===== config.mk =====
export PLATFORM = sky130hd
export DESIGN_NAME = pwm_input_qualify
export DESIGN_NICKNAME = d
export VERILOG_FILES = /design/src/pwm_input_pkg.sv /design/src/blank_timer.sv /design/src/pwm_input_qualify.sv
export SDC_FILE = /design/constraint.sdc
export NUM_CORES = 1
export LEC_CHECK = 0
export BUFFER_PORTS_ARGS = -buffer_cell sky130_fd_sc_hd__buf_2
export CAP_MARGIN = 20
export CORE_ASPECT_RATIO = 0.8
export CORE_MARGIN = 4
export CORE_UTILIZATION = 50
export CTS_BUF_LIST = sky130_fd_sc_hd__clkbuf_8
export CTS_CLUSTER_SIZE = 10
export DETAILED_ROUTE_END_ITERATION = 8
export HOLD_SLACK_MARGIN = 0.08
export PLACE_DENSITY = 0.89
export RECOVER_POWER = 100
export SETUP_SLACK_MARGIN = 0.1
export SYNTH_ARGS = -nofsm -noshare
export SYNTH_HDL_FRONTEND = slang
export SYNTH_HIERARCHICAL = 1
export SYNTH_SLANG_ARGS = --single-unit

===== constraint.sdc =====
create_clock -name clk_i -period 2.3 [get_ports clk_i]
set_clock_uncertainty 0.05 [all_clocks]
set_input_delay 0.345 -clock clk_i [delete_from_list [all_inputs] [get_ports clk_i]]
set_output_delay 0.345 -clock clk_i [all_outputs]
set_load 0.005 [all_outputs]

===== src/pwm_input_pkg.sv =====
// Package with register map, field layout and codes of the input conditioning block.
package pwm_input_pkg;

    // ------------------------------------------------------------------
    // Register map
    // ------------------------------------------------------------------
    localparam logic [3:0] ctrl_high_addr = 4'h0;
    localparam logic [3:0] blank_low_addr = 4'h4;
    localparam logic [3:0] status_addr = 4'h8;
    localparam logic [15:0] ctrl_high_reset = 16'h0000;
    localparam logic [15:0] blank_low_reset = 16'h0000;
    localparam logic [15:0] ctrl_high_wmask = 16'hf7ff;
    localparam logic [15:0] blank_low_wmask = 16'hfff8;

    // ------------------------------------------------------------------
    // Field positions
    // ------------------------------------------------------------------
    localparam int bypass_enable_bit = 15;
    localparam int bypass_sel_lsb = 12;
    localparam int accept_lsb = 8;
    localparam int sw_bit_pos = 7;
    localparam int sw_target_lsb = 5;
    localparam int latch_mode_bit = 4;
    localparam int tq_polarity_bit = 3;
    localparam int tq_source_lsb = 0;
    localparam int gen_sel_lsb = 0;
    localparam int input_sel_lsb = 3;
    localparam int blank_shift = 3;

    // ------------------------------------------------------------------
    // Codes
    // ------------------------------------------------------------------
    typedef enum logic [2:0] {
        tq_none = 3'h0, tq_duty = 3'h1, tq_blank = 3'h2, tq_trig = 3'h3,
        tq_src1 = 3'h4, tq_src8 = 3'h5, tq_src9 = 3'h6, tq_sw = 3'h7
    } tq_code_t;
    typedef enum logic [2:0] {
        acc_level = 3'h0, acc_rise = 3'h1, acc_any = 3'h2,
        acc_latch = 3'h3, acc_latch_rise = 3'h4, acc_latch_any = 3'h5
    } acc_code_t;
    localparam logic [1:0] sw_to_input = 2'h0;
    localparam logic [1:0] sw_to_accept = 2'h1;
    localparam logic [1:0] sw_to_qual = 2'h2;
    localparam logic [4:0] src_sel_zero = 5'h00;
    localparam logic [4:0] src_sel_gen = 5'h01;
    localparam int num_generators = 4;

endpackage : pwm_input_pkg


===== src/blank_timer.sv =====
// Leading-edge blanking counter with eight-clock resolution.
`timescale 1ns/1ps
module blank_timer (
    input wire logic clk_i,
    input wire logic rst_i,
    input wire logic start_i,
    input wire logic [12:0] period_i,
    output logic active_o
);
    import pwm_input_pkg::*;

    logic [15:0] count;
    logic running;

    // Counting down to zero plus one more clock gives eight clocks per step,
    // so a zero field still blanks for eight.
    always_ff @(posedge clk_i) begin
        if (rst_i) begin
            count <= 16'h0000;
            running <= 1'b0;
        end else if (start_i) begin
            count <= {period_i, 3'h7};
            running <= 1'b1;
        end else if (count != 16'h0000) begin
            count <= count - 16'h0001;
        end else begin
            running <= 1'b0;
        end
    end

    assign active_o = running;

    blank_len_a: assert property (@(posedge clk_i) disable iff (rst_i)
        start_i && period_i == 13'h0000 ##1 !start_i [*8] |=> !active_o)
        else $error("Blanking too long.");
    blank_min_a: assert property (@(posedge clk_i) disable iff (rst_i)
        start_i |=> active_o [*8])
        else $error("Blanking shorter than eight clocks.");

endmodule : blank_timer


===== src/pwm_input_qualify.sv =====
// Input path conditioning: qualifier select, acceptance, bypass and blanking.
`timescale 1ns/1ps
// How it works
// - Qualifier source code 000 holds the qualifier at one.
// - Code 111 forces hardware qualifier zero; only polarity and software bit remain.
// - Codes 110 and 101 route input sources 9 and 8.
// - Code 100 routes source 1, the selected generator output.
// - Codes 011, 010, 001 use triggered, blanking active, duty active.
// - Blanking period ignores its low three bits; steps of eight.
// - Blanking lasts at least eight clocks when the upper field is zero.
// - Low three blanking bits are read-only and read zero.
// - A missing generator selected for bypass or qualifier gives zero.
// - Reset clears every writable field of both registers.
// - Generator select codes 000 to 011 pick generators one to four.
// - Input source 00000 is zero, 00001 the generator multiplexer.
module pwm_input_qualify #(
    parameter int gen_present = 4
) (
    input wire logic clk_i,
    input wire logic rst_i,
    input wire logic cyc_i,
    input wire logic stb_i,
    input wire logic we_i,
    input wire logic [3:0] adr_i,
    input wire logic [3:0] sel_i,
    input wire logic [31:0] dat_i,
    output logic [31:0] dat_o,
    output logic ack_o,
    input wire logic [pwm_input_pkg::num_generators-1:0] gen_out_i,
    input wire logic [pwm_input_pkg::num_generators-1:0] gen_accept_i,
    input wire logic src8_i,
    input wire logic src9_i,
    input wire logic [3:0] aux_src_i,
    input wire logic duty_active_i,
    input wire logic triggered_i,
    input wire logic blank_start_i,
    input wire logic latch_reset_i,
    output logic accepted_o,
    output logic qualifier_o,
    output logic blank_active_o
);
    import pwm_input_pkg::*;

    // ------------------------------------------------------------------
    // Registers
    // ------------------------------------------------------------------
    logic [15:0] ctrl_high;
    logic [15:0] blank_low;
    logic [4:0] misc;
    logic wr_stb;
    logic rd_hit;

    assign wr_stb = cyc_i && stb_i && we_i && !ack_o;

    // Unimplemented bits never store, so they read zero.
    always_ff @(posedge clk_i) begin
        if (rst_i) begin
            ctrl_high <= ctrl_high_reset;
            blank_low <= blank_low_reset;
            misc <= 5'h00;
        end else if (wr_stb) begin
            if (adr_i == ctrl_high_addr) begin
                if (sel_i[0]) begin
                    ctrl_high[7:0] <= dat_i[7:0] & ctrl_high_wmask[7:0];
                end
                if (sel_i[1]) begin
                    ctrl_high[15:8] <= dat_i[15:8] & ctrl_high_wmask[15:8];
                end
            end
            if (adr_i == blank_low_addr) begin
                if (sel_i[0]) begin
                    blank_low[7:0] <= dat_i[7:0] & blank_low_wmask[7:0];
                end
                if (sel_i[1]) begin
                    blank_low[15:8] <= dat_i[15:8] & blank_low_wmask[15:8];
                end
            end
            if (adr_i == status_addr && sel_i[0]) begin
                misc <= dat_i[4:0];
            end
        end
    end

    // Ack is held one cycle, then dropped so back-to-back cycles separate.
    always_ff @(posedge clk_i) begin
        if (rst_i) begin
            ack_o <= 1'b0;
        end else begin
            ack_o <= cyc_i && stb_i && !ack_o;
        end
    end

    assign rd_hit = cyc_i && stb_i && !we_i && !ack_o;

    // ------------------------------------------------------------------
    // Field decode
    // ------------------------------------------------------------------
    logic bypass_enable;
    logic [2:0] bypass_source_select;
    logic [2:0] acceptance_criteria;
    logic software_input_bit;
    logic [1:0] software_input_target;
    logic latch_priority_mode;
    logic term_qualifier_polarity;
    logic [2:0] term_qualifier_source;
    logic [2:0] generator_for_input_select;
    logic [1:0] input_source_select;

    assign bypass_enable = ctrl_high[bypass_enable_bit];
    assign bypass_source_select = ctrl_high[bypass_sel_lsb +: 3];
    assign acceptance_criteria = ctrl_high[accept_lsb +: 3];
    assign software_input_bit = ctrl_high[sw_bit_pos];
    assign software_input_target = ctrl_high[sw_target_lsb +: 2];
    assign latch_priority_mode = ctrl_high[latch_mode_bit];
    assign term_qualifier_polarity = ctrl_high[tq_polarity_bit];
    assign term_qualifier_source = ctrl_high[tq_source_lsb +: 3];
    assign generator_for_input_select = misc[gen_sel_lsb +: 3];
    assign input_source_select = misc[input_sel_lsb +: 2];

    // ------------------------------------------------------------------
    // Pin synchronisers
    // ------------------------------------------------------------------
    logic [3:0] pin_meta;
    logic [3:0] pin_sync;
    logic [1:0] src_meta;
    logic [1:0] src_sync;

    always_ff @(posedge clk_i) begin
        if (rst_i) begin
            pin_meta <= 4'h0;
            pin_sync <= 4'h0;
            src_meta <= 2'h0;
            src_sync <= 2'h0;
        end else begin
            pin_meta <= aux_src_i;
            pin_sync <= pin_meta;
            src_meta <= {src9_i, src8_i};
            src_sync <= src_meta;
        end
    end

    // ------------------------------------------------------------------
    // Generator multiplexers
    // ------------------------------------------------------------------
    logic [7:0] gen_avail;
    logic [7:0] acc_avail;

    // Absent or reserved generators read as zero.
    genvar g;
    generate
        for (g = 0; g < 8; g++) begin : gen_mux
            if (g < gen_present && g < num_generators) begin : present
                assign gen_avail[g] = gen_out_i[g];
                assign acc_avail[g] = gen_accept_i[g];
            end else begin : absent
                assign gen_avail[g] = 1'b0;
                assign acc_avail[g] = 1'b0;
            end
        end
    endgenerate

    logic gen_mux_out;
    assign gen_mux_out = gen_avail[generator_for_input_select];

    // ------------------------------------------------------------------
    // Input source
    // ------------------------------------------------------------------
    logic raw_input;

    always_comb begin
        case (input_source_select)
            src_sel_zero[1:0]: raw_input = 1'b0;
            src_sel_gen[1:0]: raw_input = gen_mux_out;
            default: raw_input = pin_sync[input_source_select];
        endcase
        if (software_input_target == sw_to_input) begin
            raw_input = raw_input | software_input_bit;
        end
    end

    // ------------------------------------------------------------------
    // Termination qualifier
    // ------------------------------------------------------------------
    logic hw_qual;
    logic qual_pol;
    logic sw_qual;

    always_comb begin
        case (tq_code_t'(term_qualifier_source))
            tq_none: hw_qual = 1'b1;
            tq_duty: hw_qual = duty_active_i;
            tq_blank: hw_qual = blank_active_o;
            tq_trig: hw_qual = triggered_i;
            tq_src1: hw_qual = gen_mux_out;
            tq_src8: hw_qual = src_sync[0];
            tq_src9: hw_qual = src_sync[1];
            tq_sw: hw_qual = 1'b0;
            default: hw_qual = 1'b0;
        endcase
    end

    // The none code bypasses polarity so the qualifier really stays one.
    assign sw_qual = (software_input_target == sw_to_qual) &&
        software_input_bit;
    assign qual_pol = (term_qualifier_source == tq_none) ? 1'b1 :
        ((hw_qual ^ term_qualifier_polarity) | sw_qual);

    always_ff @(posedge clk_i) begin
        if (rst_i) begin
            qualifier_o <= 1'b0;
        end else begin
            qualifier_o <= qual_pol;
        end
    end

    // ------------------------------------------------------------------
    // Acceptance
    // ------------------------------------------------------------------
    logic in_q;
    logic latched;
    logic rise;
    logic edge_any;
    logic event_in;
    logic local_acc;

    assign rise = raw_input && !in_q;
    assign edge_any = raw_input ^ in_q;

    always_comb begin
        case (acceptance_criteria)
            acc_level, acc_latch: event_in = raw_input;
            acc_rise, acc_latch_rise: event_in = rise;
            acc_any, acc_latch_any: event_in = edge_any;
            default: event_in = 1'b0;
        endcase
        if (software_input_target == sw_to_accept) begin
            event_in = event_in | software_input_bit;
        end
    end

    // Latch: mode bit chooses whether set or reset dominates.
    always_ff @(posedge clk_i) begin
        if (rst_i) begin
            in_q <= 1'b0;
            latched <= 1'b0;
        end else begin
            in_q <= raw_input;
            if (event_in && latch_reset_i) begin
                latched <= !latch_priority_mode;
            end else if (event_in) begin
                latched <= 1'b1;
            end else if (latch_reset_i) begin
                latched <= 1'b0;
            end
        end
    end

    // Reserved codes pass only the software bit aimed at acceptance, even with the latch left set.
    assign local_acc = (acceptance_criteria >= acc_latch &&
        acceptance_criteria <= acc_latch_any) ? latched : event_in;

    always_ff @(posedge clk_i) begin
        if (rst_i) begin
            accepted_o <= 1'b0;
        end else if (bypass_enable) begin
            accepted_o <= acc_avail[bypass_source_select];
        end else begin
            accepted_o <= local_acc && qual_pol;
        end
    end

    // ------------------------------------------------------------------
    // Blanking
    // ------------------------------------------------------------------
    blank_timer u_blank (
        .clk_i(clk_i),
        .rst_i(rst_i),
        .start_i(blank_start_i),
        .period_i(blank_low[15:blank_shift]),
        .active_o(blank_active_o)
    );

    // ------------------------------------------------------------------
    // Read data
    // ------------------------------------------------------------------
    always_ff @(posedge clk_i) begin
        if (rst_i) begin
            dat_o <= 32'h00000000;
        end else if (rd_hit) begin
            case (adr_i)
                ctrl_high_addr: dat_o <= {16'h0000, ctrl_high};
                blank_low_addr: dat_o <= {16'h0000, blank_low};
                status_addr: dat_o <= {25'h0000000, qualifier_o,
                    accepted_o, misc};
                default: dat_o <= 32'h00000000;
            endcase
        end
    end

    // ------------------------------------------------------------------
    // Checks
    // ------------------------------------------------------------------
    none_one_a: assert property (@(posedge clk_i) disable iff (rst_i)
        term_qualifier_source == tq_none && $stable(term_qualifier_source)
        |=> qualifier_o)
        else $error("Qualifier not one.");
    sw_only_a: assert property (@(posedge clk_i) disable iff (rst_i)
        term_qualifier_source == tq_sw && !sw_qual &&
        !term_qualifier_polarity |=> !qualifier_o)
        else $error("Qualifier not forced.");
    blank_bits_a: assert property (@(posedge clk_i)
        blank_low[2:0] == 3'h0)
        else $error("Blank low bits set.");
    reset_clr_a: assert property (@(posedge clk_i)
        rst_i |=> ctrl_high == 16'h0000 && blank_low == 16'h0000)
        else $error("Reset not cleared.");
    dur_qual_a: assert property (@(posedge clk_i) disable iff (rst_i)
        term_qualifier_source == tq_duty && !term_qualifier_polarity &&
        !sw_qual |=> qualifier_o == $past(duty_active_i))
        else $error("Duty qualifier wrong.");
    bypass_zero_a: assert property (@(posedge clk_i) disable iff (rst_i)
        bypass_enable && bypass_source_select >= 3'(gen_present)
        |=> !accepted_o)
        else $error("Absent generator not zero.");
    src_zero_a: assert property (@(posedge clk_i) disable iff (rst_i)
        input_source_select == 2'h0 && software_input_target != sw_to_input
        && software_input_target != sw_to_accept
        && acceptance_criteria == acc_level && !bypass_enable
        |=> !accepted_o)
        else $error("Zero source accepted.");
    ack_pulse_a: assert property (@(posedge clk_i) disable iff (rst_i)
        ack_o |=> !ack_o)
        else $error("Ack longer than one cycle.");
    bypass_c: cover property (@(posedge clk_i) bypass_enable && accepted_o);
    latch_c: cover property (@(posedge clk_i) latched && latch_reset_i);
    blank_c: cover property (@(posedge clk_i) blank_active_o && qualifier_o);
    swq_c: cover property (@(posedge clk_i) sw_qual && qualifier_o);

endmodule : pwm_input_qualify


==> summary.txt, run 1 <==
Status = finished with violations
Failing checks = negative setup slack
Mapped Avg Cell Area = 8.71 um^2
CP startpoint = misc[0]
Worst ir drop on vdd = 0.467 mV
Final Wtd Congestion = 0.871
Synth cell types = 67
Starting density of the core = 51.9%
Worst-Margin Slew = 1.00 ns
Global route overflow = 0
R2R Setup Slk = -0.01 ns
Crit share post-route = 100%
Biggest fanout along the worst timing path = 2
Most instantiated cells after synthesis = dfxtp_1 (79), a21oi_1 (55), nor2_1 (54)
Worst r2r src = misc[0]
Leak Pwr = 1.81 nW
Largest stage delay on the critical path = 0.53 ns
Min cycle time layout = 2.31 ns
Max-cap violations = 0
Yosys top cell area share = 40.8%
Global route hottest layer = met2
Total CTS buffers = 9
Port Buffers = 62
Drt drc = 0
Drt first pass iters = 5
FILL cells = 675
Clock Pin Slew Worst Setup and Hold Paths = 0.08 ns
Worst reg2reg endpoint = accepted_o
Core region area = 7460 um^2
Fin worst setup slack = -0.00980 ns
CP bufs+invs = 0
Ports = 99
Post-DRT Antenna Nets = 0
Hold_sp = aux_src_i[3]
WP depth = 9
Met3 usage = 5.88%
Worst slew margin = 33.2%
WL per Instance = 16.4 um
Most frequent CP cell = nand2_2
Total Wirelength = 10.2 mm
Vias = 3579
RSZ-0062 raised after global routing = yes
Syn-to-layout area delta = 17.6%
Via/cell ratio = 5.78
Antenna violations before repair = 0
Vias in the first global route = 3424
R2R cell count = 9
Crit Path Class = flop to flop
Die Y = 86.8 um
CP Data Arrival Time = 2.51 ns
Fmax = 433 MHz
N_diodes = 0
WP data required = 2.50 ns
Synth top area cells = dfxtp_1 (41%), a21oi_1 (7.1%), nor2_1 (5.2%)
Gate Count Post-Synth = 445
Final setup viols = 1
Worst Setup EP = accepted_o
Dominant synthesized flop cell = dfxtp_1
Startpoint type of the worst setup path = flop
WHS = 0.151 ns
Full die area = 9230 um^2
Pin count of the biggest net entering global routing = 42
Placed cell count = 603
Setup Total Neg Slack = -0.00980 ns
Critical path's slowest cell = mux4_2
Clock Path Buffers = 2
Layout cell share with drive strength beyond 1 = 23.5%
Die W = 106 um
Synth warnings = 6
Yosys reg bits = 79
Sequential area share after synthesis = 40.8%
Async set-reset flop share out of synthesis = 0%
Skew-Pair Late Insertion Delay = 0.35 ns
Worst min path class = input port to flop
Post-route insts no fill = 619
Leading area contributor after synthesis = dfxtp_1
Fin nets = 575
Number of synthesized flops with an enable pin = 0
Clock Sinks = 79
Top cell family by delay on the critical path = compound AO/OA/AOI/OAI gates
Hold Vio Cnt, Final = 0
CTS tree = yes
Clock root buffer = clkbuf_8
Dpl hpwl = 7.37 mm
Worst path cell trace = mux4_2 > nand2_2 > nand2_2 > ha_4 > nor4b_2 > a31oi_1 > nand2_1 > o31a_1 > a22o_1
# H-tree levels = 3
Count leader, synth = dfxtp_1
First-pass GRT wire length = 16.8 mm
Mapped Area = 3880 um^2
P per Cell Area = 699 nW/um^2
GRT Overall Usage = 22.6%
Initial DRC count = 289
Met2 usage = 36.1%
GRT met1 Usage = 30.7%
Critical Path Sink Type = flop
Site Rows = 28
Fin. max-slew vios = 0
-- cells by family after synthesis --
logic type,Yosys count,synth area share (%)
flops,79,40.8
buf+inv,53,7.33
xor+xnor,8,1.81
simple gates,173,23.8
other cells,1,0.0967
fa+ha+maj,2,0.645
mux,20,5.91
compound gates,109,19.7
-- worst min path at each step --
| stage | slack, ns | endpoint | depth (start not counted) |
|---|---|---|---|
| after floorplan | 0.36 | pin_sync[2] | 1 |
| after global placement | 0.37 | src_sync[1] | 1 |
| after detailed placement | 0.38 | pin_sync[2] | 1 |
| after CTS | 0.15 | pin_meta[3] | 2 |
| after global routing | 0.15 | pin_meta[3] | 2 |
| final | 0.15 | pin_meta[3] | 2 |
-- layout make-up --
cell class | count | area, um^2 | area share (%)
Sequential cell | 79 | 1580 | 34.8
Inverter | 7 | 26.3 | 0.577
Clock inverter | 4 | 93.8 | 2.06
Tap cell | 105 | 131 | 2.88
Timing Repair Buffer | 85 | 454 | 9.97
Clock buffer | 11 | 151 | 3.32
Multi-Input combinational cell | 328 | 2120 | 46.4
-- state kept, by name, indices dropped and copies added (netlist names) --
register / cells
dat_o: 16
u_blank/count: 16
ctrl_high: 15
blank_low: 13
misc: 5
pin_meta: 2
pin_sync: 2
src_meta: 2
src_sync: 2
accepted_o: 1
ack_o: 1
in_q: 1
latched: 1
qualifier_o: 1
u_blank/active_o: 1
-- cell usage in the layout (no fill, tap or decap), types with 4 or more instances in the layout --
master | synthesis | routed
dfxtp_1 | 79 | 77
buf_4 | 19 | 14
clkbuf_8 | 0 | 11
a22oi_1 | 15 | 15
nand4_1 | 5 | 5
nor3b_1 | 4 | 5
clkbuf_1 | 20 | 10
nor3_1 | 8 | 8
a2111oi_2 | 4 | 4
inv_1 | 7 | 8
a21oi_1 | 55 | 55
a32o_1 | 5 | 5
xor2_1 | 4 | 4
nand2_1 | 38 | 36
nor2_1 | 54 | 54
nand3_1 | 19 | 19
conb_1 | 1 | 16
nor2b_1 | 13 | 13
xnor2_1 | 4 | 4
nand2b_1 | 6 | 6
buf_2 | 4 | 57
mux2i_1 | 15 | 15
a31o_2 | 4 | 4
-- per-layer routing --
metal | wire, um | vias to the layer above
li1 | - | 1699
met1 | 4340 | 1683
met2 | 4720 | 172
met3 | 950 | 25
met4 | 157 | 0
met5 | 0 | -
-- timing repair --
item	CTS	global route
gates resized for setup	5	2
setup endpoints to repair	2	2
pin swaps	2	2
setup buffers	1	0
hold buffers	0	0
-- metrics by stage --
step | setup slack (ns) | utilization [%] | cell area, um^2 | power (W)
detailed placement | -0.102 | 57.8 | 4310 | 0.00195
global route | -0.129 | 61.1 | 4560 | 0.00332
floorplan | 0.101 | - | 3940 | 0.00182
finish | -0.00980 | 61.1 | 4560 | 0.00319
CTS | 0.0412 | 61.7 | 4600 | 0.00320
global placement | -0.0254 | 57.8 | 4310 | 0.00193
-- power by group --
group | total [W] | internal [W] | switching, W
clock | 0.00127 | 0.000771 | 0.000498
combinational | 0.000452 | 0.000195 | 0.000257
sequential | 0.00146 | 0.00141 | 0.0000546
total | 0.00319 | 0.00238 | 0.000810
Note: power is estimated with default switching activity, not from simulation.
==> inputs of run 2 (changes only) <==
- ABC_AREA: unset -> 1
- CAP_MARGIN: 20 -> unset
- MAX_ROUTING_LAYER: unset -> met4
==> run 2 against run 1 <==
  * The flow now finishes without violations
  * Via count up 4.6%
  * Worst setup slack better by 0.31 ns
  * Power fell by 9.7%
  * Die area up 1.5%
  * Sequential power is essentially flat
  * First-iteration DRC count up 0.35%
==> summary.txt, run 2 <==
Clock Pin Slew Worst Setup and Hold Paths = 0.09 ns (about the same)
Synth cell types = 37 (-45%)
Min cycle time layout = 2.00 ns (-0.310 ns)
Worst min path class = input port to flop
Crit share post-route = 87.0% (-13 points)
Dpl hpwl = 7.25 mm (-1.7%)
Startpoint type of the worst setup path = flop
Clock root buffer = clkbuf_8
Final setup viols = 0 (-1)
Worst ir drop on vdd = 0.336 mV (-28%)
Most frequent cells in the layout = nand2_1 (132), dfxtp_1 (79), inv_1 (70)
Initial DRC count = 290 (+0.35%)
Dominant synthesized flop cell = dfxtp_1
Hold Path Depth = 3 (+1)
FILL cells = 713 (+5.6%)
Sequential area share after synthesis = 40.2% (-0.64 points)
Status = finished clean
Die W = 107 um (+0.73%)
Ports = 99 (unchanged)
P per Cell Area = 665 nW/um^2 (-4.8%)
Worst path cell trace = inv_1 > nand2_1 > nand3_1 > nand2_1 > nand3_1 > nand2_1 > ha_1 > o21ai_0 > inv_1 > nand4_1 > nand3_1 > a21oi_1
Gate power share = 16.9% (+2.7 points)
First-pass GRT wire length = 15.8 mm (-5.9%)
RSZ-0062 raised after global routing = no
WL per Instance = 13.2 um (-20%)
Hold Path End = src_meta[1]
Worst reg2reg endpoint = accepted_o
Crit Path Class = flop to flop
Power, Total = 0.00287 W (-9.7%)
Largest stage delay on the critical path = 0.34 ns (-0.19 ns)
Layout Utilization = 57.4% (-3.7 points)
Critical Path Sink Type = flop
Synth warnings = 6 (unchanged)
CP Data Arrival Time = 2.21 ns (-0.30 ns)
Max-cap violations = 0 (unchanged)
Site Rows = 28 (unchanged)
Pint = 0.00199 W (-16%)
Post-DRT Antenna Nets = 0 (unchanged)
Drt drc = 0 (unchanged)
# H-tree levels = 3 (unchanged)
Hold Buf Count CTS = 0 (unchanged)
Fin. max-slew vios = 0 (unchanged)
GRT Overall Usage = 21.6% (-1.0 points)
Async set-reset flop share out of synthesis = 0% (unchanged)
Vias = 3742 (+4.6%)
Yosys reg bits = 79 (unchanged)
Commonest non-fill, non-tap cell in the layout = nand2_1
Clock Path Buffers = 2 (unchanged)
Leak Pwr = 1.82 nW (+1.0%)
R2R Setup Slk = 0.30 ns (+0.31 ns)
Most instantiated cells after synthesis = nand2_1 (126), dfxtp_1 (79), inv_1 (64)
Top cell family by delay on the critical path = simple AND/OR/NAND/NOR gates
CP bufs+invs = 2 (+2)
Layout cell share with drive strength beyond 1 = 15.2% (-8.4 points)
Total CTS buffers = 9 (unchanged)
Worst slew margin = 30.1% (-3.1 points)
Reg power frac = 50.1% (+4.1 points)
Fmax = 500 MHz (+15%)
Core region area = 7530 um^2 (+0.94%)
Worst-Margin Slew = 1.05 ns (+0.0461 ns)
Skew-Pair Late Insertion Delay = 0.35 ns (about the same)
Biggest fanout along the worst timing path = 4 (+2)
Gate Count Post-Synth = 558 (+25%)
Syn-to-layout area delta = 9.72%
Antenna violations before repair = 0 (unchanged)
Hold Vio Cnt, Final = 0 (unchanged)
Registers with the most flip-flops = dat_o x16, u_blank/count x16, ctrl_high x15
Critical path's slowest cell = dfxtp_1
N_diodes = 0 (unchanged)
Vias in the first global route = 3634 (+6.1%)
Mapped Avg Cell Area = 7.06 um^2 (-19%)
Setup Total Neg Slack = 0 ns (+0.00980 ns)
Total Wirelength = 9.54 mm (-6.1%)
Count leader, synth = nand2_1
Starting density of the core = 52.3% (+0.33 points)
Worst r2r src = misc[0]
R2R cell count = 12 (+3)
CTS tree = yes
Drt first pass iters = 5 (unchanged)
Global route overflow = 0 (unchanged)
Via/cell ratio = 5.17 (-11%)
Die Y = 87.4 um (+0.72%)
Pin count of the biggest net entering global routing = 47 (+12%)
Fin nets = 679 (+18%)
Port Buffers = 62 (unchanged)
Final Wtd Congestion = 0.938 (+7.7%)
Mapped Area = 3940 um^2 (+1.6%)
Post-CTS Setup Inserts = 0 (-1)
Leading area contributor after synthesis = dfxtp_1
CTS resizes = 0 (-5)
Net Sw Frac = 30.7% (+5.3 points)
P_sw = 0.000882 W (+8.9%)
Full die area = 9370 um^2 (+1.5%)
Synth top area cells = dfxtp_1 (40%), nand2_1 (12%), a21oi_1 (7.0%)
Clock Sinks = 79 (unchanged)
Yosys top cell area share = 40.2% (-0.64 points)
Hold_sp = src9_i
Clock power frac = 33.1% (-6.7 points)
Number of synthesized flops with an enable pin = 0 (unchanged)
WP data required = 2.51 ns (about the same)
==> run 2: how the worst max path moves through the flow <==
| stage | cells past startpoint | start | to |
|---|---|---|---|
| 2_1_floorplan | 12 | gen_out_i[1] | accepted_o |
| 3_3_place_gp | 13 | gen_out_i[1] | accepted_o |
| 3_5_place_dp | 13 | gen_out_i[3] | accepted_o |
| 4_1_cts | 12 | misc[0] | accepted_o |
| 5_1_grt | 12 | misc[0] | accepted_o |
| 6_report | 12 | misc[0] | accepted_o |
==> run 2: worst register-to-register path: cells and delay by family (launching register included) <==
family | cells | cell delay [ns]
AO/OA/AOI/OAI | 2 | 0.34
adder cells (fa/ha/maj) | 1 | 0.32
AND/OR/NAND/NOR | 7 | 0.65
buffers and inverters | 2 | 0.21
flip-flops | 1 | 0.34
==> run 2: area by class of cell <==
class / instances / area [um^2] / share of cell area, %
inverter: 76 / 288 / 6.66
clock inverter: 6 / 45.0 / 1.04
multi-input combinational: 384 / 1830 / 42.4
clock buffer: 10 / 138 / 3.19
timing repair buffer: 64 / 305 / 7.07
tap: 105 / 131 / 3.04
sequential: 79 / 1580 / 36.6
==> run 2: power groups by stage <==
stage / clock network (W) / logic, W / registers, W
6_report: 0.000950 / 0.000485 / 0.00144
5_1_grt: 0.00103 / 0.000543 / 0.00144
4_1_cts: 0.000963 / 0.000510 / 0.00144
3_5_place_dp: 0 / 0.000505 / 0.00147
3_3_place_gp: 0 / 0.000484 / 0.00147
2_1_floorplan: 0 / 0.000413 / 0.00146
==> run 2: cell families (layout without fill, tap and decap cells) <==
| logic type | after synthesis | count (layout) | share of synthesized area (%) |
|---|---|---|---|
| AO/OA/AOI/OAI | 129 | 129 | 18.6 |
| XOR/XNOR | 4 | 4 | 0.890 |
| adder cells (fa/ha/maj) | 2 | 2 | 0.635 |
| buffers and inverters | 110 | 156 | 13.4 |
| flip-flops | 79 | 79 | 40.2 |
| other | 1 | 16 | 0.0952 |
| AND/OR/NAND/NOR | 233 | 233 | 26.2 |
==> run 2: per-stage QoR <==
step           cell area, um^2  hold WS (ns)  cells  setup slack [ns]
6_report                  4320         0.136    724             0.300
4_1_cts                   4390         0.126    724             0.444
3_3_place_gp              4210         0.342    708             0.557
5_1_grt                   4320         0.130    724             0.152
2_1_floorplan             3990         0.338    573             0.798
3_5_place_dp              4210         0.348    708             0.395
==> run 2: metal layers <==
metal	GRT usage [%]	wire (um)	vias to the layer above	part of all wire, %
met2	34.7	4510	149	47
met4	8.59	211	0	2.2
met1	26.3	4180	1708	44
met3	5.26	636	27	6.7
li1	-	-	1858	-
met5	-	0	-	0
